## src/cam_pkg.sv

```systemverilog
// Constants and types shared by the counter array capture/compare files.
package cam_pkg;
  localparam int          CNT_W       = 16;
  localparam int          BYTE_W      = 8;
  localparam int          NUM_MOD     = 3;
  localparam int          IDX_W       = 8;
  localparam int          LEN_W       = 3;
  localparam int          WDOG_MOD    = 2;
  localparam logic [4:0]  PWM_MIN_LEN = 5'h08;
  // Register word indices; byte address is four times the index.
  localparam logic [7:0]  IDX_NONE    = 8'h00;
  localparam logic [7:0]  IDX_STATUS  = 8'hD8;
  localparam logic [7:0]  IDX_CONTROL = 8'hD9;
  localparam logic [7:0]  IDX_CONFIG  = 8'hF7;
  localparam logic [7:0]  IDX_CNT_LO  = 8'hF9;
  localparam logic [7:0]  IDX_CNT_HI  = 8'hFA;
  localparam logic [7:0]  IDX_MODE [NUM_MOD] = '{8'hDA, 8'hDB, 8'hDC};
  localparam logic [7:0]  IDX_CPL  [NUM_MOD] = '{8'hFB, 8'hE9, 8'hEB};
  localparam logic [7:0]  IDX_CPH  [NUM_MOD] = '{8'hFC, 8'hEA, 8'hEC};
  // Mode register fields.
  localparam int          MB_WIDE     = 7;
  localparam int          MB_CMP      = 6;
  localparam int          MB_RISE     = 5;
  localparam int          MB_FALL     = 4;
  localparam int          MB_MATCH    = 3;
  localparam int          MB_TOG      = 2;
  localparam int          MB_PWM      = 1;
  localparam int          MB_IRQ      = 0;
  // Configuration register fields.
  localparam int          CB_BANK     = 7;
  localparam int          CB_COV_IRQ  = 6;
  localparam int          CB_COV_FLAG = 5;
  localparam int          CB_AR       = 3;
  localparam logic [7:0]  CFG_WMASK   = 8'hCF;
  // Control and status register fields.
  localparam int          CT_RUN      = 0;
  localparam int          CT_CNT_IRQ  = 1;
  localparam int          CT_WDOG     = 6;
  localparam logic [7:0]  CTL_WMASK   = 8'h43;
  localparam int          SB_CNT_OVF  = 7;
  localparam logic [7:0]  MODE_RST    = 8'h00;
  localparam logic [7:0]  CFG_RST     = 8'h00;
  localparam logic [7:0]  CTL_RST     = 8'h00;
  localparam logic [15:0] CNT_ONES    = 16'hFFFF;

  typedef enum logic [2:0] {
    CAM_IDLE,
    CAM_TOGGLE,
    CAM_FREQ,
    CAM_PWM_N,
    CAM_PWM_W
  } cam_func_t;
endpackage

```

## src/cam_top.sv

```systemverilog
// Counter array top: APB registers, main counter, flags and module instances.
// Operation
// - Cycle overflow flag interrupts when its enable set.
// - Cycle overflow flag set at selected bit overflow.
// - Cycle overflow flag cleared only by software.
// - Configuration bit 4 reads zero, ignores writes.
// - Wide PWM reloads compare value on overflow.
// - Wide select picks 16-bit or 8-15 bit PWM.
// - Compare runs only with compare enable set.
// - Rising edge captures counter when enabled.
// - Falling edge captures counter when enabled.
// - Match sets module flag when match enabled.
// - Match toggles output pin when toggle enabled.
// - Toggle plus PWM gives frequency output.
// - PWM enable drives modulated output pin.
// - Flag interrupt enable gates module flag interrupt.
// - Watchdog enable locks module 2 mode register.
// - Bank select routes value accesses to reload.
// - Low value byte write clears compare enable.
// - High value byte write sets compare enable.
//
// Added by the designer: the APB slave port.
`timescale 1ns/1ns
`default_nettype none
module cam_top
  import cam_pkg::*;
#(
  parameter int ADDR_W = 12
) (
  input  wire logic                        clock_i,
  input  wire logic                        rst_b_i,
  input  wire logic [ADDR_W-1:0]           paddr_i,
  input  wire logic                        psel_i,
  input  wire logic                        penable_i,
  input  wire logic                        pwrite_i,
  input  wire logic [31:0]                 pwdata_i,
  output logic      [31:0]                 prdata_o,
  output logic                             pready_o,
  output logic                             pslverr_o,
  input  wire logic [cam_pkg::NUM_MOD-1:0] module_input_pin_i,
  output wire logic [cam_pkg::NUM_MOD-1:0] module_output_pin_o,
  output logic                             irq_o,
  output logic                             watchdog_reset_o
);
  logic [NUM_MOD-1:0][7:0]       mode_r;
  logic [NUM_MOD-1:0][7:0]       mode_nxt;
  logic [7:0]                    cfg_r;
  logic [7:0]                    cfg_nxt;
  logic [7:0]                    ctl_r;
  logic [7:0]                    ctl_nxt;
  logic                          cov_flag_r;
  logic                          cov_flag_nxt;
  logic                          cnt_flag_r;
  logic                          cnt_flag_nxt;
  logic [NUM_MOD-1:0]            ccf_r;
  logic [NUM_MOD-1:0]            ccf_nxt;
  logic [CNT_W-1:0]              count_r;
  logic [CNT_W-1:0]              count_nxt;
  logic                          tick_r;
  logic [31:0]                   prdata_nxt;
  logic                          pready_nxt;
  logic                          pslverr_nxt;
  logic                          irq_nxt;
  logic                          wdog_nxt;
  logic [IDX_W-1:0]              idx;
  logic                          setup;
  logic                          wr;
  logic                          hit;
  logic                          stat_wr;
  logic                          cfg_wr;
  logic [31:0]                   rd;
  logic [NUM_MOD-1:0]            wr_lo;
  logic [NUM_MOD-1:0]            wr_hi;
  logic [NUM_MOD-1:0]            ccf_set;
  logic [NUM_MOD-1:0]            pin_sync;
  logic [NUM_MOD-1:0][CNT_W-1:0] cap_val;
  logic [NUM_MOD-1:0][CNT_W-1:0] rld_val;
  logic [4:0]                    len_bits;
  logic [CNT_W-1:0]              cycle_mask;
  logic                          cycle_wrap;
  logic                          count_wrap;

  cam_sync #(
    .WIDTH (NUM_MOD)
  ) u_pin_sync (
    .clock_i (clock_i),
    .rst_b_i (rst_b_i),
    .async_i (module_input_pin_i),
    .sync_o  (pin_sync)
  );

  genvar g;
  generate
    for (g = 0; g < NUM_MOD; g++) begin : g_mod
      cam_channel u_channel (
        .clock_i             (clock_i),
        .rst_b_i             (rst_b_i),
        .mode_i              (mode_r[g]),
        .count_i             (count_r),
        .tick_i              (tick_r),
        .cycle_mask_i        (cycle_mask),
        .cycle_wrap_i        (cycle_wrap),
        .count_wrap_i        (count_wrap),
        .autoreload_en_i     (cfg_r[CB_AR]),
        .pin_sync_i          (pin_sync[g]),
        .wr_lo_i             (wr_lo[g]),
        .wr_hi_i             (wr_hi[g]),
        .bank_sel_i          (cfg_r[CB_BANK]),
        .wdata_i             (pwdata_i[BYTE_W-1:0]),
        .capture_value_o     (cap_val[g]),
        .reload_value_o      (rld_val[g]),
        .module_output_pin_o (module_output_pin_o[g]),
        .flag_set_o          (ccf_set[g])
      );
    end
  endgenerate

  // Main counter and the wrap events of the full and the selected cycle.
  always_comb begin
    len_bits   = PWM_MIN_LEN + 5'(cfg_r[LEN_W-1:0]);
    cycle_mask = ~(CNT_ONES << len_bits);
    count_wrap = ctl_r[CT_RUN] && (count_r == CNT_ONES);
    cycle_wrap = ctl_r[CT_RUN] && ((count_r & cycle_mask) == cycle_mask);
    count_nxt  = ctl_r[CT_RUN] ? count_r + 16'h0001 : count_r;
  end

  // Register decode; unmapped indices answer with an error and no effect.
  always_comb begin
    if (paddr_i[ADDR_W-1:IDX_W+2] == '0) begin
      idx = paddr_i[IDX_W+1:2];
    end else begin
      idx = IDX_NONE;
    end
    setup    = psel_i && !penable_i;
    wr       = psel_i && penable_i && pready_o && pwrite_i;
    rd       = '0;
    hit      = 1'b0;
    stat_wr  = 1'b0;
    cfg_wr   = 1'b0;
    wr_lo    = '0;
    wr_hi    = '0;
    mode_nxt = mode_r;
    cfg_nxt  = cfg_r;
    ctl_nxt  = ctl_r;
    if (idx == IDX_STATUS) begin
      hit                 = 1'b1;
      rd[SB_CNT_OVF]      = cnt_flag_r;
      rd[NUM_MOD-1:0]     = ccf_r;
      stat_wr             = wr;
    end
    if (idx == IDX_CONTROL) begin
      hit       = 1'b1;
      rd[7:0]   = ctl_r;
      if (wr) begin
        if (ctl_r[CT_WDOG]) begin
          ctl_nxt[CT_WDOG] = pwdata_i[CT_WDOG];
        end else begin
          ctl_nxt = pwdata_i[7:0] & CTL_WMASK;
        end
      end
    end
    if (idx == IDX_CONFIG) begin
      hit             = 1'b1;
      rd[7:0]         = cfg_r;
      rd[CB_COV_FLAG] = cov_flag_r;
      cfg_wr          = wr;
      if (wr) begin
        cfg_nxt = pwdata_i[7:0] & CFG_WMASK;
      end
    end
    if (idx == IDX_CNT_LO) begin
      hit     = 1'b1;
      rd[7:0] = count_r[BYTE_W-1:0];
    end
    if (idx == IDX_CNT_HI) begin
      hit     = 1'b1;
      rd[7:0] = count_r[CNT_W-1:BYTE_W];
    end
    for (int n = 0; n < NUM_MOD; n++) begin
      if (idx == IDX_MODE[n]) begin
        hit     = 1'b1;
        rd[7:0] = mode_r[n];
        if (wr && !(n == WDOG_MOD && ctl_r[CT_WDOG])) begin
          mode_nxt[n] = pwdata_i[7:0];
        end
      end
      if (idx == IDX_CPL[n]) begin
        hit      = 1'b1;
        rd[7:0]  = cfg_r[CB_BANK] ? rld_val[n][BYTE_W-1:0] : cap_val[n][BYTE_W-1:0];
        wr_lo[n] = wr;
        if (wr && !(n == WDOG_MOD && ctl_r[CT_WDOG])) begin
          mode_nxt[n][MB_CMP] = 1'b0;
        end
      end
      if (idx == IDX_CPH[n]) begin
        hit      = 1'b1;
        rd[7:0]  = cfg_r[CB_BANK] ? rld_val[n][CNT_W-1:BYTE_W] : cap_val[n][CNT_W-1:BYTE_W];
        wr_hi[n] = wr;
        if (wr && !(n == WDOG_MOD && ctl_r[CT_WDOG])) begin
          mode_nxt[n][MB_CMP] = 1'b1;
        end
      end
    end
    if (!hit) begin
      wr_lo    = '0;
      wr_hi    = '0;
    end
    pready_nxt  = setup;
    pslverr_nxt = setup && !hit;
    prdata_nxt  = setup ? rd : prdata_o;
  end

  // Flags: a hardware set in the same cycle as a software clear wins.
  always_comb begin
    cnt_flag_nxt = count_wrap || (stat_wr ? pwdata_i[SB_CNT_OVF] : cnt_flag_r);
    ccf_nxt      = ccf_set | (stat_wr ? pwdata_i[NUM_MOD-1:0] : ccf_r);
    cov_flag_nxt = cycle_wrap || (cfg_wr ? pwdata_i[CB_COV_FLAG] : cov_flag_r);
    irq_nxt      = 1'b0;
    for (int n = 0; n < NUM_MOD; n++) begin
      if (ccf_r[n] && mode_r[n][MB_IRQ]) begin
        irq_nxt = 1'b1;
      end
    end
    if (cov_flag_r && cfg_r[CB_COV_IRQ]) begin
      irq_nxt = 1'b1;
    end
    if (cnt_flag_r && ctl_r[CT_CNT_IRQ]) begin
      irq_nxt = 1'b1;
    end
    // Module 2 as watchdog fires when the counter high byte meets its value.
    wdog_nxt = ctl_r[CT_WDOG] && tick_r
               && (count_r[CNT_W-1:BYTE_W] == cap_val[WDOG_MOD][CNT_W-1:BYTE_W]);
  end

  always_ff @(posedge clock_i or negedge rst_b_i) begin
    if (!rst_b_i) begin
      mode_r           <= {NUM_MOD{MODE_RST}};
      cfg_r            <= CFG_RST;
      ctl_r            <= CTL_RST;
      cov_flag_r       <= 1'b0;
      cnt_flag_r       <= 1'b0;
      ccf_r            <= '0;
      count_r          <= '0;
      tick_r           <= 1'b0;
      prdata_o         <= '0;
      pready_o         <= 1'b0;
      pslverr_o        <= 1'b0;
      irq_o            <= 1'b0;
      watchdog_reset_o <= 1'b0;
    end else begin
      mode_r           <= mode_nxt;
      cfg_r            <= cfg_nxt;
      ctl_r            <= ctl_nxt;
      cov_flag_r       <= cov_flag_nxt;
      cnt_flag_r       <= cnt_flag_nxt;
      ccf_r            <= ccf_nxt;
      count_r          <= count_nxt;
      tick_r           <= ctl_r[CT_RUN];
      prdata_o         <= prdata_nxt;
      pready_o         <= pready_nxt;
      pslverr_o        <= pslverr_nxt;
      irq_o            <= irq_nxt;
      watchdog_reset_o <= wdog_nxt;
    end
  end
endmodule
`default_nettype wire

```

## src/cam_sync.sv

```systemverilog
// Two flip-flop synchroniser for the module input pins.
`timescale 1ns/1ns
`default_nettype none
module cam_sync #(
  parameter int WIDTH = 1
) (
  input  wire logic             clock_i,
  input  wire logic             rst_b_i,
  input  wire logic [WIDTH-1:0] async_i,
  output logic      [WIDTH-1:0] sync_o
);
  logic [WIDTH-1:0] meta_r;

  always_ff @(posedge clock_i or negedge rst_b_i) begin
    if (!rst_b_i) begin
      meta_r <= '0;
      sync_o <= '0;
    end else begin
      meta_r <= async_i;
      sync_o <= meta_r;
    end
  end
endmodule
`default_nettype wire

```

## src/cam_channel.sv

```systemverilog
// One capture/compare module: capture, match, toggle, frequency and PWM output.
`timescale 1ns/1ns
`default_nettype none
module cam_channel
  import cam_pkg::*;
(
  input  wire logic                       clock_i,
  input  wire logic                       rst_b_i,
  input  wire logic [7:0]                 mode_i,
  input  wire logic [cam_pkg::CNT_W-1:0]  count_i,
  input  wire logic                       tick_i,
  input  wire logic [cam_pkg::CNT_W-1:0]  cycle_mask_i,
  input  wire logic                       cycle_wrap_i,
  input  wire logic                       count_wrap_i,
  input  wire logic                       autoreload_en_i,
  input  wire logic                       pin_sync_i,
  input  wire logic                       wr_lo_i,
  input  wire logic                       wr_hi_i,
  input  wire logic                       bank_sel_i,
  input  wire logic [cam_pkg::BYTE_W-1:0] wdata_i,
  output logic      [cam_pkg::CNT_W-1:0]  capture_value_o,
  output logic      [cam_pkg::CNT_W-1:0]  reload_value_o,
  output logic                            module_output_pin_o,
  output logic                            flag_set_o
);
  logic [CNT_W-1:0] cmp_nxt;
  logic [CNT_W-1:0] rld_nxt;
  logic             out_nxt;
  logic             pin_d_r;
  logic             full_match;
  logic             low_match;
  cam_func_t        func;

  always_comb begin
    if (mode_i[MB_PWM] && mode_i[MB_TOG]) begin
      func = CAM_FREQ;
    end else if (mode_i[MB_PWM]) begin
      func = mode_i[MB_WIDE] ? CAM_PWM_W : CAM_PWM_N;
    end else if (mode_i[MB_TOG]) begin
      func = CAM_TOGGLE;
    end else begin
      func = CAM_IDLE;
    end
    full_match = tick_i && (count_i == capture_value_o);
    low_match  = tick_i && (count_i[BYTE_W-1:0] == capture_value_o[BYTE_W-1:0]);
    cmp_nxt    = capture_value_o;
    rld_nxt    = reload_value_o;
    out_nxt    = module_output_pin_o;
    flag_set_o = 1'b0;
    if ((mode_i[MB_RISE] && pin_sync_i && !pin_d_r) ||
        (mode_i[MB_FALL] && !pin_sync_i && pin_d_r)) begin
      cmp_nxt    = count_i;
      flag_set_o = 1'b1;
    end
    if (mode_i[MB_CMP]) begin
      unique case (func)
        CAM_TOGGLE: begin
          if (full_match) begin
            out_nxt = !module_output_pin_o;
          end
        end
        CAM_FREQ: begin
          if (low_match) begin
            out_nxt = !module_output_pin_o;
            cmp_nxt[BYTE_W-1:0] = capture_value_o[BYTE_W-1:0]
                                + capture_value_o[CNT_W-1:BYTE_W];
          end
        end
        CAM_PWM_N: begin
          // The width follows the cycle length; reload lands at each cycle end.
          out_nxt = (count_i & cycle_mask_i) >= (capture_value_o & cycle_mask_i);
          if (cycle_wrap_i) begin
            cmp_nxt = reload_value_o;
          end
        end
        CAM_PWM_W: begin
          out_nxt = count_i >= capture_value_o;
          if (count_wrap_i && autoreload_en_i) begin
            cmp_nxt = reload_value_o;
          end
        end
        CAM_IDLE: begin
        end
      endcase
      if (mode_i[MB_MATCH] && full_match) begin
        flag_set_o = 1'b1;
      end
    end
    if (wr_lo_i) begin
      if (bank_sel_i) begin
        rld_nxt[BYTE_W-1:0] = wdata_i;
      end else begin
        cmp_nxt[BYTE_W-1:0] = wdata_i;
      end
    end
    if (wr_hi_i) begin
      if (bank_sel_i) begin
        rld_nxt[CNT_W-1:BYTE_W] = wdata_i;
      end else begin
        cmp_nxt[CNT_W-1:BYTE_W] = wdata_i;
      end
    end
  end

  always_ff @(posedge clock_i or negedge rst_b_i) begin
    if (!rst_b_i) begin
      capture_value_o     <= '0;
      reload_value_o      <= '0;
      module_output_pin_o <= 1'b0;
      pin_d_r             <= 1'b0;
    end else begin
      capture_value_o     <= cmp_nxt;
      reload_value_o      <= rld_nxt;
      module_output_pin_o <= out_nxt;
      pin_d_r             <= pin_sync_i;
    end
  end
endmodule
`default_nettype wire

```

## config.mk

```make
export PLATFORM = sky130hd
export DESIGN_NAME = cam_top
export DESIGN_NICKNAME = d
export VERILOG_FILES = /design/src/cam_pkg.sv /design/src/cam_top.sv /design/src/cam_sync.sv /design/src/cam_channel.sv
export SDC_FILE = /design/constraint.sdc
export NUM_CORES = 1
export LEC_CHECK = 0
export BUFFER_PORTS_ARGS = -buffer_cell sky130_fd_sc_hd__buf_4
export CORE_AREA = 2 2 187 235
export CTS_BUF_LIST = sky130_fd_sc_hd__clkbuf_8 sky130_fd_sc_hd__clkbuf_16
export DETAILED_ROUTE_END_ITERATION = 8
export DIE_AREA = 0 0 189 237
export PLACE_DENSITY = 0.42
export SYNTH_ARGS = -nofsm -noshare
export SYNTH_HDL_FRONTEND = slang
export SYNTH_SLANG_ARGS = --single-unit
```

## constraint.sdc

```tcl
create_clock -name clock_i -period 3.6 [get_ports clock_i]
set_input_delay 0 -clock clock_i [delete_from_list [all_inputs] [get_ports clock_i]]
set_output_delay 0 -clock clock_i [all_outputs]
set_load 0.05 [all_outputs]
```

=== Word level (Yosys, flattened, before mapping) ===
Cells that the tools add are included.

* Register bits: 175
* Input port bits: 52

* Reduce and logical (&&, ||, !) cells: 76
* Add/subtract/negate cells: 5
* Bitwise gates (word level): 7
* Mux-type cells: 135
* Shift operators: 1
* Magnitude comparators: 6
* Equal/unequal tests: 41

{| class="wikitable"
|+ Operators with widths
! operator !! number
|-
| 2-to-1 mux 8 bit || 35
|-
| 2-to-1 mux 16 bit || 12
|-
| equality test 8 bit, second input constant || 14
|-
| >= comparator 16 bit || 6
|-
| one-hot mux 8 bit (3 select lines) || 3
|-
| AND 16 bit || 4
|-
| equality test 16 bit || 4
|-
| 2-to-1 mux 1 bit || 60
|-
| one-hot mux 8 bit (2 select lines) || 3
|-
| 2-to-1 mux 7 bit || 6
|-
| logical AND 1 bit || 40
|-
| 2-to-1 mux 3 bit || 13
|-
| equality test 8 bit || 4
|-
| adder 8 bit || 3
|-
| AND reduction 2 bit || 11
|-
| equality test 3 x 2 -> 1 bit, second input constant || 6
|-
| adder 16 x 1 -> 16 bit, second input constant || 1
|-
| equality test 16 bit, second input constant || 1
|-
| inverter 16 bit || 1
|-
| << shifter 16 x 5 -> 16 bit, first input constant || 1
|-
| logical NOT 1 bit || 12
|-
| != test 2 x 1 -> 1 bit, second input constant || 6
|-
| one-hot mux 1 bit (4 select lines) || 3
|-
| AND reduction 4 bit || 3
|-
| 9 further kinds || 19
|}

=== Longest topological paths before layout ===
Gate-level depths: netlist (run 1).

* Word-level depth: 19
* Mapped depth: 13

=== Cells and area by module ===
From an unflattened synthesis (run 1), not the netlist that was laid out.

* Cell total of the unflattened synthesis: 1536
* Area total of the unflattened synthesis: 13849.5 µm²

{| class="wikitable"
|+ By module, submodules not included
! module !! cells an instance !! instances !! sequential area each (µm²) !! area an instance (µm²)
|-
| cam_channel at g_mod[0].u_channel ... || 330 || 2 || 850.8 || 2921.6
|-
| cam_top || 542 || 1 || 1676.6 || 4981.0
|-
| cam_channel at g_mod[2].u_channel || 328 || 1 || 850.8 || 2875.3
|-
| cam_sync || 6 || 1 || 150.1 || 150.1
|}

=== Least setup slack after synthesis (run 1) ===
OpenSTA, ideal clock, no wires.

* Path kind: reg-to-reg
* Start point: register count_r[1]
* End point: register g_mod[2].u_channel.capture_value_o[7] (netlist name)
* Arrival time: 2.502 ns
* Path slack: 0.969 ns
* Cell stages (with the launch flop): 10
* Path buffers: 0
* Period minus slack after synthesis: 2.631 ns
* Cells stage by stage: dfrtp_1 ha_1 nand2_1 or3_4 or3_4 o31a_1 a21oi_2 nor2_1 a211oi_1 a21oi_1

* Longest elaborated chain between the ends: 8
* Elaborated cells on any way between the ends: 15
* Classes of those cells: eq/ne: 3; mux: 7; bitwise: 1; reduce/logical: 4

{| class="wikitable"
|+ RTL lines
! item !! line !! text
|-
| start, declared || cam_top.sv:57 || <nowiki>logic [CNT_W-1:0] count_r;</nowiki>
|-
| start signal, assigned || cam_top.sv:257 || <nowiki>count_r <= count_nxt;</nowiki>
|-
| AND 16 bit or equality test 16 bit (tied branches) || cam_top.sv:123, cam_top.sv:122 ||
|-
| equality test 16 bit or logical AND 1 bit (tied branches) || cam_top.sv:123, cam_top.sv:122 ||
|-
| logical AND 1 bit, on equally long branches || cam_top.sv:123, cam_channel.sv:78 ||
|-
| 2-to-1 mux 16 bit, on equally long branches || cam_channel.sv:72, cam_channel.sv:78 ||
|-
| one-hot mux 8 bit (3 select lines) * || cam_channel.sv:56 || <nowiki>unique case (func)</nowiki>
|-
| 2-to-1 mux 16 bit * || cam_channel.sv:55 || <nowiki>if (mode_i[MB_CMP]) begin</nowiki>
|-
| 2-to-1 mux 8 bit || cam_channel.sv:90 || <nowiki>if (bank_sel_i) begin</nowiki>
|-
| 2-to-1 mux 8 bit * || cam_channel.sv:89 || <nowiki>if (wr_lo_i) begin</nowiki>
|-
| via g_mod[2].u_channel.cmp_nxt[7] || cam_channel.sv:26 || <nowiki>logic [CNT_W-1:0] cmp_nxt;</nowiki>
|-
| end signal, assigned || cam_channel.sv:112 || <nowiki>capture_value_o <= cmp_nxt;</nowiki>
|-
| end, declared || cam_channel.sv:21 || <nowiki>output logic [cam_pkg::CNT_W-1:0] capture_value_o,</nowiki>
|}

Mark *: on every way through the listed nets, which the timed path passes. The rest lies on a longest branch.
A chain may end at the register's enable or synchronous reset.

=== Final worst setup path (run 1) ===
* Start point: register count_r[0]
* End point: register g_mod[1].u_channel.capture_value_o[12] (netlist name)

* Longest elaborated chain between the ends: 8
* Elaborated cells on any way between the ends: 12
* Classes of those cells: eq/ne: 2; mux: 6; bitwise: 1; reduce/logical: 3

{| class="wikitable"
|+ RTL lines
! item !! line !! text
|-
| AND 16 bit or equality test 16 bit (tied branches) || cam_top.sv:123, cam_top.sv:122 ||
|-
| equality test 16 bit or logical AND 1 bit (tied branches) || cam_top.sv:123, cam_top.sv:122 ||
|-
| logical AND 1 bit, on equally long branches || cam_top.sv:123, cam_channel.sv:78 ||
|-
| 2-to-1 mux 16 bit, on equally long branches || cam_channel.sv:72, cam_channel.sv:78 ||
|-
| one-hot mux 8 bit (2 select lines) * || cam_channel.sv:56 ||
|-
| 2-to-1 mux 16 bit * || cam_channel.sv:55 ||
|-
| 2-to-1 mux 8 bit || cam_channel.sv:97 || <nowiki>if (bank_sel_i) begin</nowiki>
|-
| 2-to-1 mux 8 bit * || cam_channel.sv:96 || <nowiki>if (wr_hi_i) begin</nowiki>
|-
| via g_mod[1].u_channel.cmp_nxt[12] || cam_channel.sv:26 ||
|-
| end signal, assigned || cam_channel.sv:112 ||
|-
| end, declared || cam_channel.sv:21 ||
|}

Marked as above.

==> impl.org, run 1 <==
** Place
- Placed wire-length estimate :: between 30,000 and 40,000 um
- Port Buf Inserts :: 40
- Post-placement worst setup slack :: around 0.51 ns
- Routability Congestion :: a little over 0.9

** Power
- Part of the total power dissipated in the clock network :: about 44%
- The internal portion of the total power is 3030 uW.
- Combinational logic is responsible for 7.6% of the overall power.
- Sw power :: 1120 uW
- Net switching is 27.0% of the power.
- IR analysis of the VDD net gives a maximum drop of around 0.37 mV.
- For this design the static power due to leakage is around 0.0063 uW.
- Register share of total power :: just under 50%
- Power spread over the standard cell area amounts to 287 nW/um2.

** Clock network
- Clock-pin slew was measured on the worst setup and hold paths at around 0.07 ns.
- Number of buffers inserted during clock tree synthesis :: 17
- In this run, post-CTS repair resized a total of 0 instances.
- The root buffer cell chosen for the clock tree is clkbuf_16.
- Number of buffers inserted by hold repair at cts :: 12
- In this run the deepest clock path goes through 2 buffers.
- CTS tree :: yes
- Depth of the CTS H-tree :: 4
- Total setup buffers inserted after CTS :: 0
- Clock net sink count :: between 150 and 200
- Clock latency on the worst-skew pair :: ~0.47 ns

** Yosys
- In the synthesized netlist the async set-or-reset flop fraction comes to between 90% and 100%.
- Cell accounting for the most synthesized area :: dfrtp_1
- Counting flops and latches in the post-synthesis netlist gives approximately 180.
- Area contributors post-synth :: dfrtp_1 35%, ha_1 9.0%, mux2_2 7.4%
- Proportion of netlist area held by the largest area contributor :: around 35%
- After synthesis the cells add up to approximately 13,000 um2.
- In the synthesized netlist the dominant register cell turns out to be dfrtp_1.
- Post-synth EDFFs :: 0
- Per-instance average area after synthesis :: ~8.8 um2
- Counting every instance in the synthesized netlist gives about 1,400.
- The Yosys step of the flow raised 0 warnings.
- Sequential element share of the synthesized area :: 34.5%
- In this run, distinct cell masters in the synthesized netlist total 78.

** Detailed routing
- Length of the first detailed-routing pass in iterations :: 7
- Routed wirelength normalized by instance count :: about 26 um
- Detailed route wirelength on metal3 :: about 2400 um
- The detailed router finished its first iteration with 884 violations.
- Signal routing reaches up to met4.
- Routed length on met1 :: approximately 23,000 um
- In this run the remaining antenna-violating nets after routing total 0.
- Sum of met2 wire segment lengths after detailed routing :: approximately 26,000 um
- DR vias/cell :: between 5 and 6
- # DRC :: 0
- Summed over all layers, the routed wires come to about 53,000 um.
- Routed via count :: roughly 12,000

** Worst setup path
- Kind of start point of the critical path :: register
- By startpoint and endpoint, the worst setup path is classified as reg2reg.
- Measured in cells, the most critical reg-to-reg path has a length of 9.
- Crit. End Element :: register
- Data on the critical path is required at its endpoint by between 3 and 4 ns.
- Critical Path Fanout Max :: 16
- Data arrives at the worst endpoint at ~3.5 ns.
- In this run the register-to-register setup slack is between 0.4 and 0.5 ns.

** Floorplan
- After floorplanning, the core was sized to cover approximately 43,000 um2.
- Die boundary height :: around 240 um
- 91 I/O pins were placed.
- Width of the chip :: roughly 190 um
- The floorplan step defined a die boundary enclosing roughly 45,000 um2.
- Initial Util :: approximately 30%
- The floorplan has 85 rows.

** Final layout
- The number of antenna diodes in the final layout is 0.
- The final layout contains 1,638 nets.
- Most common cell after layout, fill and taps aside :: dfrtp_1
- The area growth from synthesis to layout is 13.9%.
- Share of cells above drive strength 1 :: approximately 16%
- In the layout the commonest cells are 174 x dfrtp_1, 157 x nand2_1, 125 x o21ai_0.

** Hold path
- The worst hold path belongs to the class in2async.

** STA
- Min cycle time layout :: 3.15 ns
- Final Hold Viols :: 0
- Maximum clock rate :: around 320 MHz
- Worst setup skew after layout :: between 0.01 and 0.015 ns
- Setup-failing EPs final :: 0
- After layout, the worst path uses 87.6% of the clock period.
- RSZ-0062 raised after global routing :: no
- In the final timing run, aggregate negative setup slack is 0 ns.
- For the pin with the worst max-slew slack, the measured transition is 1.13 ns.
- Setup slack closes at about 0.45 ns.
- Max-slew headroom at the worst pin :: 24.8%
- The max-slew violation count was 0.

** Global routing
- The number of antenna violations at the first check in global routing came to 0.
- After global routing the overflow that remains totals 0.
- GR Util All Layers :: about a quarter
- Via count of the first global-routing pass :: around 11,000
- First-pass GRT wire length :: about 80,000 um
- Entering global routing, the biggest net connects between 100 and 150 pins.

** Flow run
- Across the run, the number of max-cap violations was 0.

** Run status
- The flow ran to the end, and the final reports show no timing, DRC or antenna violations.
-- final cells by class --
cell class,count,area [um2]
inverters,58,218
clock inverters,13,100
repair buffers,112,915
multi-input cells,1128,7680
fillers,4459,28200
clock buffers,19,453
flip-flops and latches,175,4380
well taps,565,707
-- state kept, by name, summed over array words and instances, names as in the netlist --
signal / cells
ccf_r: 3
mode_r: 24
u_pin_sync.meta_r: 3
g_mod.u_channel.module_output_pin_o: 3
g_mod.u_channel.reload_value_o: 48
irq_o: 1
cfg_r: 6
cov_flag_r: 1
u_pin_sync.sync_o: 3
ctl_r: 3
cnt_flag_r: 1
pready_o: 1
g_mod.u_channel.capture_value_o: 48
watchdog_reset_o: 1
count_r: 16
prdata_o: 8
g_mod.u_channel.pin_d_r: 3
tick_r: 1
pslverr_o: 1
-- per-layer routing --
layer / global-route usage, % / vias up
met5: 0 / -
met4: 12.1 / 0
met3: 3.19 / 95
met2: 40.3 / 361
met1: 30.7 / 5718
li1: - / 5329
-- critical path, stage by stage (launching register included) --
cell	delay (ns)
dfrtp_1	0.35
ha_1	0.18
nand2_1	0.11
or3_4	0.45
or3_4	0.43
nor4_1	0.62
a21oi_1	0.41
o211ai_1	0.21
o21ai_0	0.11
o21ai_0	0.19
-- synthesized netlist by cell type (all sizes together), types with 14 or more instances --
cell,number
a211oi,16
a21oi,112
a221oi,14
a31oi,16
buf,51
clkbuf,52
dfrtp,175
ha,91
inv,57
mux2,83
mux2i,44
nand2,157
nand3,32
nand4,18
nor2,101
nor3,35
o211ai,25
o21ai,133
xnor2,23
-- stage by stage --
step | instances | area [um2] | hold slack (ns) | total power [uW] | util (%)
2_1_floorplan | 1464 | 12800 | -0.296 | 2200 | -
3_3_place_gp | 2026 | 13800 | 0.00229 | 2340 | 32.3
3_5_place_dp | 2026 | 13800 | 0.00700 | 2340 | 32.3
4_1_cts | 2070 | 14500 | 0.0448 | 4210 | 33.9
5_1_grt | 2070 | 14500 | 0.0651 | 4310 | 33.9
6_report | 2070 | 14500 | 0.0569 | 4150 | 33.9
-- logic make-up after synthesis --
family | after synthesis | synth area share [%]
AOI/OAI and AO/OA | 420 | 20.5
buffers and inverters | 161 | 5.81
adders and majority gates | 94 | 9.44
and+or+nand+nor | 428 | 16.5
other | 1 | 0.0295
DFF | 175 | 34.5
muxes | 127 | 10.8
xor gates and xnor gates | 35 | 2.42
-- worst paths after layout --
| kind | from | to |
|---|---|---|
| max | count_r[0]$_DFFE_PN0P_ | g_mod[1].u_channel.capture_value_o[12]$_DFF_PN0_ |
| min | rst_b_i | g_mod[1].u_channel.reload_value_o[5]$_DFFE_PN0P_ |
| max reg2reg | count_r[0]$_DFFE_PN0P_ | g_mod[1].u_channel.capture_value_o[12]$_DFF_PN0_ |
| min reg2reg | u_pin_sync.meta_r[2]$_DFF_PN0_ | u_pin_sync.sync_o[2]$_DFF_PN0_ |
| max in group asynchronous | rst_b_i | g_mod[0].u_channel.reload_value_o[2]$_DFFE_PN0P_ |
| min in group clock_i | paddr_i[2] | ccf_r[1]$_DFF_PN0_ |
-- power groups by stage --
| stage | logic, uW | registers [uW] | clock network (uW) |
|---|---|---|---|
| finish | 315 | 2000 | 1840 |
| global route | 337 | 2000 | 1980 |
| CTS | 317 | 2000 | 1890 |
| detailed placement | 306 | 2030 | 0 |
| global placement | 306 | 2030 | 0 |
| floorplan | 152 | 2050 | 0 |
Power figures use the tool's default switching activity.
==> run 2, diff against run 1 <==
--- a/config.mk
+++ b/config.mk
@@ -10,6 +10,7 @@
 export CTS_BUF_LIST = sky130_fd_sc_hd__clkbuf_8 sky130_fd_sc_hd__clkbuf_16
 export DETAILED_ROUTE_END_ITERATION = 8
 export DIE_AREA = 0 0 189 237
+export MAX_ROUTING_LAYER = met4
 export PLACE_DENSITY = 0.42
 export SYNTH_ARGS = -nofsm -noshare
 export SYNTH_HDL_FRONTEND = slang
==> impl.org, run 2 (synthesis gave the netlist of run 1 again) <==
** Run status
- Result of the run :: complete, no violations

** Power
- Combinational share of power :: 7.5%
- Of the total power, the share spent switching nets is roughly 28%.
- In this run the static leakage power is between 0.006 and 0.007 uW.
- Power spread over the standard cell area amounts to 291 nW/um2.
- Register share of total power :: a little under half
- The analysis attributes to net switching a power of between 1000 and 1500 uW.
- Internal power comes to approximately 3000 uW.
- Part of the total power dissipated in the clock network :: around 45%
- Maximum vdd drop :: between 0.3 and 0.4 mV

** Detailed routing
- Routed via count :: about 12,000
- DR vias/cell :: around 5.6
- Initial DRC count :: around 800
- The first detailed-routing pass ran for 5 iterations.
- Dividing the detail-routed wire length by the instance count gives 25.8 um.
- The count of nets left with antenna violations once routing finished came out at 0.
- Total routed wirelength :: approximately 53,000 um
- For this run, design rule violations remaining after detail routing come to 0.

** Worst setup path
- The worst setup path is captured at a register.
- At the worst endpoint, the required time is around 4.0 ns.
- At the worst endpoint, the arrival time is roughly 3.5 ns.
- The critical path starts at count_r[0]$_DFFE_PN0P_.
- Flop-to-flop setup slack :: between 0.4 and 0.5 ns
- In this run the critical register-to-register path is launched from count_r[0]$_DFFE_PN0P_.
- The signal on the critical path passes through ha_1, nand2_1, or3_4, or3_4, nor4_1, a21oi_1, o211ai_1, o21ai_0, o21ai_0.
- Kind of start point of the critical path :: register
- Worst-path cell with the longest stage delay :: nor4_1
- The critical path in this run is classified as reg2reg.
- The largest single stage delay on the critical path is 0.57 ns.
- Critical Path Fanout Max :: 16

** Final layout
- In the final design database the tool counted 1,635 nets.
- 0 antenna diodes ended up in the layout.
- The largest registers in the layout are g_mod.u_channel.capture_value_o (48), g_mod.u_channel.reload_value_o (48), mode_r (24).
- Leaving out fill and tap cells, the most frequent cell in the layout is dfrtp_1.
- Cells with a size suffix above 1 make up 16.0% of the layout.
- Highest-count cells in the layout ignoring fill and taps :: 174 x dfrtp_1, 157 x nand2_1, 125 x o21ai_0
- Filler Cell Count :: between 4,000 and 5,000
- For this run, the number of standard cells in the final layout without fillers is 2,067.
- Compared with the post-synthesis result, the final layout area differs by 13.9%.

** Floorplan
- Measured along the x axis, the die boundary spans 189 um.
- In this run the vertical extent of the chip is ~240 um.
- Number of top-level pins :: roughly 90
- Die ar. :: roughly 45,000 um2
- Standard cell core area :: around 43,000 um2
- Once the floorplan was initialized, standard cells occupied ~30% of the core.
- In this run the core area contains 85 standard-cell rows.

** Place
- The congestion estimate from routability-driven global placement came to roughly 0.98.
- After detailed placement, the design holds a cell count of a little over 2,000.
- Port Buf Inserts :: 40
- Detailed placement ended at an HPWL of 39,100 um.

** Global routing
- GR Util All Layers :: roughly a quarter
- The number of global-route vias before repair was about 11,000.
- First-pass GRT wire length :: between 70,000 and 80,000 um
- Sum of overflow across all layers after global routing :: 0
- The number of antenna violations at the first check in global routing is 0.
- Entering global routing, the biggest net connects 78 pins.

** STA
- Slew @ Worst Pin :: 1.17 ns
- Setup-failing EPs final :: 0
- Number of pins with negative max-slew slack in the final report :: 0
- Worst setup skew after layout :: about 0.016 ns
- Final Hold Viols :: 0
- Final period utilization :: between 80 and 90%
- For the finished layout, the period the worst path requires is around 3.1 ns.
- In the final timing run, aggregate negative setup slack is 0 ns.
- Setup repair after global routing left no endpoint under its margin.
- Max-slew headroom at the worst pin :: approximately 22%
- For this run, the top clock speed supported by timing is ~320 MHz.

** Clock network
- The clock passes through at most 2 buffers.
- Root Driver :: clkbuf_16
- Clock-pin slew on the worst setup and hold paths :: approximately 0.070 ns
- TritonCTS built the clock tree.
- The later pin in the worst-skew pair is clocked with a latency of around 0.48 ns.
- Counting the buffers created by CTS gives 17.
- Depth of the CTS H-tree :: 4
- CTS saw 175 sinks.

** Flow run
- Max-cap violations in this run came to 0.

** Hold path
- Path class of the lowest-slack min-delay path :: in2async
==> run 2: layout make-up <==
| class | count | area [um2] | share of cell area [%] |
|---|---|---|---|
| timing repair buffer | 109 | 892 | 6.17 |
| multi-input combinational | 1128 | 7680 | 53.2 |
| sequential | 175 | 4380 | 30.3 |
| tap | 565 | 707 | 4.89 |
| clock inverter | 14 | 134 | 0.926 |
| inverter | 58 | 218 | 1.51 |
| clock buffer | 18 | 439 | 3.04 |
==> run 2: final timing paths <==
path	to	cells past startpoint
max	g_mod[1].u_channel.capture_value_o[11]$_DFF_PN0_	9
min	g_mod[1].u_channel.capture_value_o[1]$_DFF_PN0_	2
max reg2reg	g_mod[1].u_channel.capture_value_o[11]$_DFF_PN0_	9
min reg2reg	u_pin_sync.sync_o[1]$_DFF_PN0_	0
max in group asynchronous	g_mod[0].u_channel.reload_value_o[6]$_DFFE_PN0P_	3
min in group clock_i	ccf_r[1]$_DFF_PN0_	4
==> run 2: metrics by stage <==
step / util, % / area, um2 / setup WS (ns) / power [uW] / hold slack [ns]
2_1_floorplan: - / 12800 / 0.969 / 2200 / -0.296
3_3_place_gp: 32.3 / 13800 / 0.512 / 2340 / -0.0114
3_5_place_dp: 32.3 / 13800 / 0.470 / 2340 / -0.00517
4_1_cts: 33.9 / 14500 / 0.453 / 4260 / 0.0385
5_1_grt: 33.9 / 14500 / 0.0989 / 4360 / 0.0659
6_report: 33.9 / 14500 / 0.463 / 4210 / 0.0297
==> run 2: timing repair <==
item                                    in CTS  in global routing
hold buffers                                12                  0
buffers inserted                             0                  0
endpoints found under the setup margin       0                  0
hold endpoints to repair                   164                  0
gates resized for setup                      0                  0
==> run 2: worst max-delay path: cells and delay by family (launching register included) <==
family | cells | cell delay (ns)
AOI/OAI and AO/OA | 4 | 0.95
adders and majority gates | 1 | 0.18
DFF | 1 | 0.35
and+or+nand+nor | 4 | 1.55
==> run 2: power by group through the flow <==
stage	sequential [uW]	combinational, uW	clock, uW
final	2000	317	1900
after global routing	2000	337	2030
after CTS	1990	319	1950
after detailed placement	2030	308	0
after global placement	2030	308	0
after floorplan	2050	152	0
==> run 2: per-layer routing <==
| layer | vias to the layer above | wire length (um) | track usage [%] |
|---|---|---|---|
| met1 | 5733 | 23100 | 31.0 |
| met4 | 0 | 2470 | 11.1 |
| li1 | 5327 | - | - |
| met3 | 96 | 2100 | 3.47 |
| met2 | 347 | 25600 | 40.6 |
| met5 | - | 0 | - |
==> run 3, diff against run 2 <==
--- a/config.mk
+++ b/config.mk
@@ -6,12 +6,13 @@
 export NUM_CORES = 1
 export LEC_CHECK = 0
 export BUFFER_PORTS_ARGS = -buffer_cell sky130_fd_sc_hd__buf_4
-export CORE_AREA = 2 2 187 235
+export CORE_AREA = 2 2 196 246
 export CTS_BUF_LIST = sky130_fd_sc_hd__clkbuf_8 sky130_fd_sc_hd__clkbuf_16
 export DETAILED_ROUTE_END_ITERATION = 8
-export DIE_AREA = 0 0 189 237
+export DIE_AREA = 0 0 198 248
 export MAX_ROUTING_LAYER = met4
 export PLACE_DENSITY = 0.42
 export SYNTH_ARGS = -nofsm -noshare
 export SYNTH_HDL_FRONTEND = slang
+export SYNTH_HIERARCHICAL = 1
 export SYNTH_SLANG_ARGS = --single-unit
==> impl.org, run 3 <==
** Run status
- The run finished with clean final reports.

** Yosys
- Sequential element share of the synthesized area :: between 30% and 40%
- Top cells by count, synth :: 175 x dfrtp_1, 168 x nand2_1, 118 x ha_1
- For this run, the leading register cell type out of synthesis is dfrtp_1.
- Counting distinct cell types in the post-synthesis netlist gives 92.
- By area the synthesized netlist is led by dfrtp_1 32%, ha_1 11%, mux2_2 6.8%.
- Counting flops with an async set or reset pin after synthesis yields a share of 100%.
- dfrtp_1 is the most common cell in the netlist.
- Combined area of all synthesized cells :: about 14,000 um2
- During synthesis, Yosys emitted a total of 6 warnings.
- In this run, synthesis inferred 0 flip-flops with an integrated enable.
- After synthesis, the mean cell area works out to 9.02 um2.
- Of all cell types, the one taking the most synthesized area is dfrtp_1.
- Proportion of netlist area held by the largest area contributor :: 31.6%
- Synthesized instance count :: 1,536
- The synthesized design contains approximately 180 register bits.

** Floorplan
- Initial Util :: just under 30%
- Standard cell core area :: roughly 47,000 um2
- Number of top-level pins :: 91
- The floorplan step set the die width to about 200 um.
- In this run the vertical extent of the chip is roughly 250 um.
- Std cell rows :: 89
- Die ar. :: 49,100 um2

** Final layout
- For this run, the post-layout net count is 1,830.
- Most common cell after layout, fill and taps aside :: dfrtp_1
- Share of cells above drive strength 1 :: roughly 16%
- Leaving out fill and tap cells, the most frequent cells in the layout are 174 x dfrtp_1, 168 x nand2_1, 118 x ha_1.
- In the final layout, the registers with the most flip-flops are g_mod.u_channel/capture_value_o (48), g_mod.u_channel/reload_value_o (48), mode_r (24).
- From synthesis to final layout, the design area changed by 15.6%.
- Antenna diode instance count :: 0
- The filler cells instantiated in the layout total 4,886.

** Detailed routing
- Summed over all nets, wire length on met3 after detailed routing comes to ~2000 um.
- The first routing iteration left about 740 violations.
- The detailed router used layers up to and including met4.
- Routed length on met1 :: between 20,000 and 25,000 um
- # DRC :: 0
- Routed wirelength normalized by instance count :: ~25 um
- Sum of met2 wire segment lengths after detailed routing :: between 20,000 and 30,000 um
- For this block, the routed nets add up to 56,800 um of wire.
- Post-detailed-route count of antenna-violating nets :: 0
- For this run, the detailed router's first-pass iteration total came to 9.
- Dividing the detail-routed via count by the number of cells gives 5.35.
- The final route contains around 12,000 vias.

** Power
- Sw Ratio :: around 29%
- Combinational share of power :: ~8.2%
- Register share of total power :: 45.5%
- In this run the static leakage power is about 0.0071 uW.
- Summed over all nets, the switching power comes to 1250 uW.
- Maximum vdd drop :: around 0.32 mV
- Part of the total power dissipated in the clock network :: 46.3%
- Power per Cell Area :: approximately 270 nW/um2
- Internal power :: between 3000 and 4000 uW

** Place
- Port Buf Inserts :: 40
- Routability Congestion :: 0.948
- After legalization and detailed placement, the total HPWL measured about 42,000 um.

** Worst setup path
- Flop-to-flop setup slack :: 0.51 ns
- Required time of the critical path :: 4.00 ns
- The worst setup path is launched from a register.
- The worst setup path is captured at a register.
- Origin of the critical flop-to-flop path :: count_r[0]$_DFFE_PN0P_
- Class of the most critical setup path :: reg2reg
- Crit path arrival time :: between 3 and 4 ns
- Worst reg2reg path depth :: 12
- Critical Path Start :: count_r[0]$_DFFE_PN0P_
- Critical Path Fanout Max :: 19
- Capturing point of the worst reg2reg path :: g_mod[2].u_channel/capture_value_o[7]$_DFF_PN0_

** STA
- Min cycle time layout :: 3.09 ns
- Setup repair after global routing left no endpoint under its margin.
- Static timing analysis puts the maximum clock frequency at about 320 MHz.
- Hold slack final :: approximately 0.076 ns
- Measured against its own limit, the worst slew margin works out to 40.7%.
- Slew @ Worst Pin :: 0.889 ns
- Final period utilization :: between 80% and 90%
- Setup-failing EPs final :: 0
- Summed over all failing endpoints, the final setup total negative slack is 0 ns.
- Worst setup skew after layout :: 0.0162 ns
- The max-slew violation count is 0.
- Final Hold Viols :: 0

** Hold path
- Cell depth of the worst hold path :: 3
- Hold path endpoint :: pready_o$_DFF_PN0_
- The min-delay analysis places its worst path in the category in2reg.
- Worst hold start :: penable_i

** Global routing
- First-pass GRT wire length :: roughly 83,000 um
- Pin count of the biggest net entering global routing :: 73
- GR Util All Layers :: about 24%
- The number of global-route vias before repair is 12,200.
- Sum of overflow across all layers after global routing :: 0
- Initial antenna violation count :: 2

** Clock network
- The clock net in this run drives a total of 175 sinks.
- TritonCTS created 17 clock buffers.
- In this run the deepest clock path goes through 2 buffers.
- For the worst-skew pair, the clock arrives at the later sink with an insertion delay of 0.47 ns.
- CTS built an H-tree with a depth of 4.
- Clock tree synthesis selected as its root buffer the cell clkbuf_16.
- Clock-pin slew was measured on the worst setup and hold paths at approximately 0.08 ns.
- TritonCTS built the clock tree.

** Flow run
- Number of max-cap violations :: 0
## run 3: per-layer routing
layer	GRT usage (%)	vias to the layer above
li1	-	5813
met1	27.9	6076
met2	42.3	347
met3	3.18	100
met4	11.8	0
met5	-	-
## run 3: timing repair
item | in CTS | in global routing
hold buffers | 13 | 0
hold endpoints to repair | 107 | 0
setup buffers | 0 | 0
gates resized for setup | 0 | 0
## run 3: cell families after synthesis
| group | count (synthesis) | synth area share [%] |
|---|---|---|
| AOI/OAI and AO/OA | 439 | 21.3 |
| muxes | 137 | 10.7 |
| buffers and inverters | 163 | 5.45 |
| other | 2 | 0.0542 |
| DFF | 175 | 31.6 |
| adders and majority gates | 121 | 11.1 |
| and+or+nand+nor | 458 | 17.2 |
| xor gates and xnor gates | 41 | 2.59 |
## run 3: layout make-up
| type | count | area, um2 | area share [%] |
|---|---|---|---|
| tap | 637 | 797 | 4.98 |
| clock inverter | 15 | 198 | 1.23 |
| clock buffer | 17 | 425 | 2.66 |
| sequential | 175 | 4380 | 27.4 |
| multi-input combinational | 1274 | 9020 | 56.3 |
| inverter | 75 | 282 | 1.76 |
| timing repair buffer | 114 | 907 | 5.67 |
## run 3: per-stage QoR
step | setup slack [ns] | instances | total power [uW] | utilization [%] | instance area [um2]
5_1_grt | 0.197 | 2307 | 4540 | 34.1 | 16000
2_1_floorplan | 0.849 | 1612 | 2220 | - | 14100
6_report | 0.507 | 2307 | 4380 | 34.1 | 16000
4_1_cts | 0.551 | 2307 | 4430 | 34.1 | 16000
3_5_place_dp | 0.569 | 2262 | 2380 | 32.5 | 15300
3_3_place_gp | 0.577 | 2262 | 2380 | 32.5 | 15300
## run 3: critical path: stages (launching register included)
cell	delay (ns)
dfrtp_1	0.35
ha_1	0.19
nand2_1	0.06
nor2_1	0.14
nand3_1	0.21
nor3_1	0.52
buf_4	0.23
nor2b_1	0.18
o211a_1	0.22
nand3_2	0.38
o221ai_1	0.33
o21ai_0	0.11
o21ai_1	0.10
## run 3: power groups by stage
stage               Clock, uW  Combinational (uW)  Sequential, uW
floorplan                   0                 180            2040
global placement            0                 351            2030
detailed placement          0                 351            2030
CTS                      2070                 363            1990
global route             2150                 391            2000
finish                   2030                 359            1990
## run 3: how the worst max path moves through the flow
stage | end | cells past startpoint | slack (ns)
3_5_place_dp | g_mod[2].u_channel/capture_value_o[7]$_DFF_PN0_ | 12 | 0.57
4_1_cts | g_mod[2].u_channel/capture_value_o[5]$_DFF_PN0_ | 12 | 0.55
3_3_place_gp | g_mod[2].u_channel/capture_value_o[7]$_DFF_PN0_ | 12 | 0.58
5_1_grt | g_mod[2].u_channel/capture_value_o[7]$_DFF_PN0_ | 12 | 0.20
2_1_floorplan | g_mod[2].u_channel/capture_value_o[10]$_DFF_PN0_ | 11 | 0.85
6_report | g_mod[2].u_channel/capture_value_o[7]$_DFF_PN0_ | 12 | 0.51
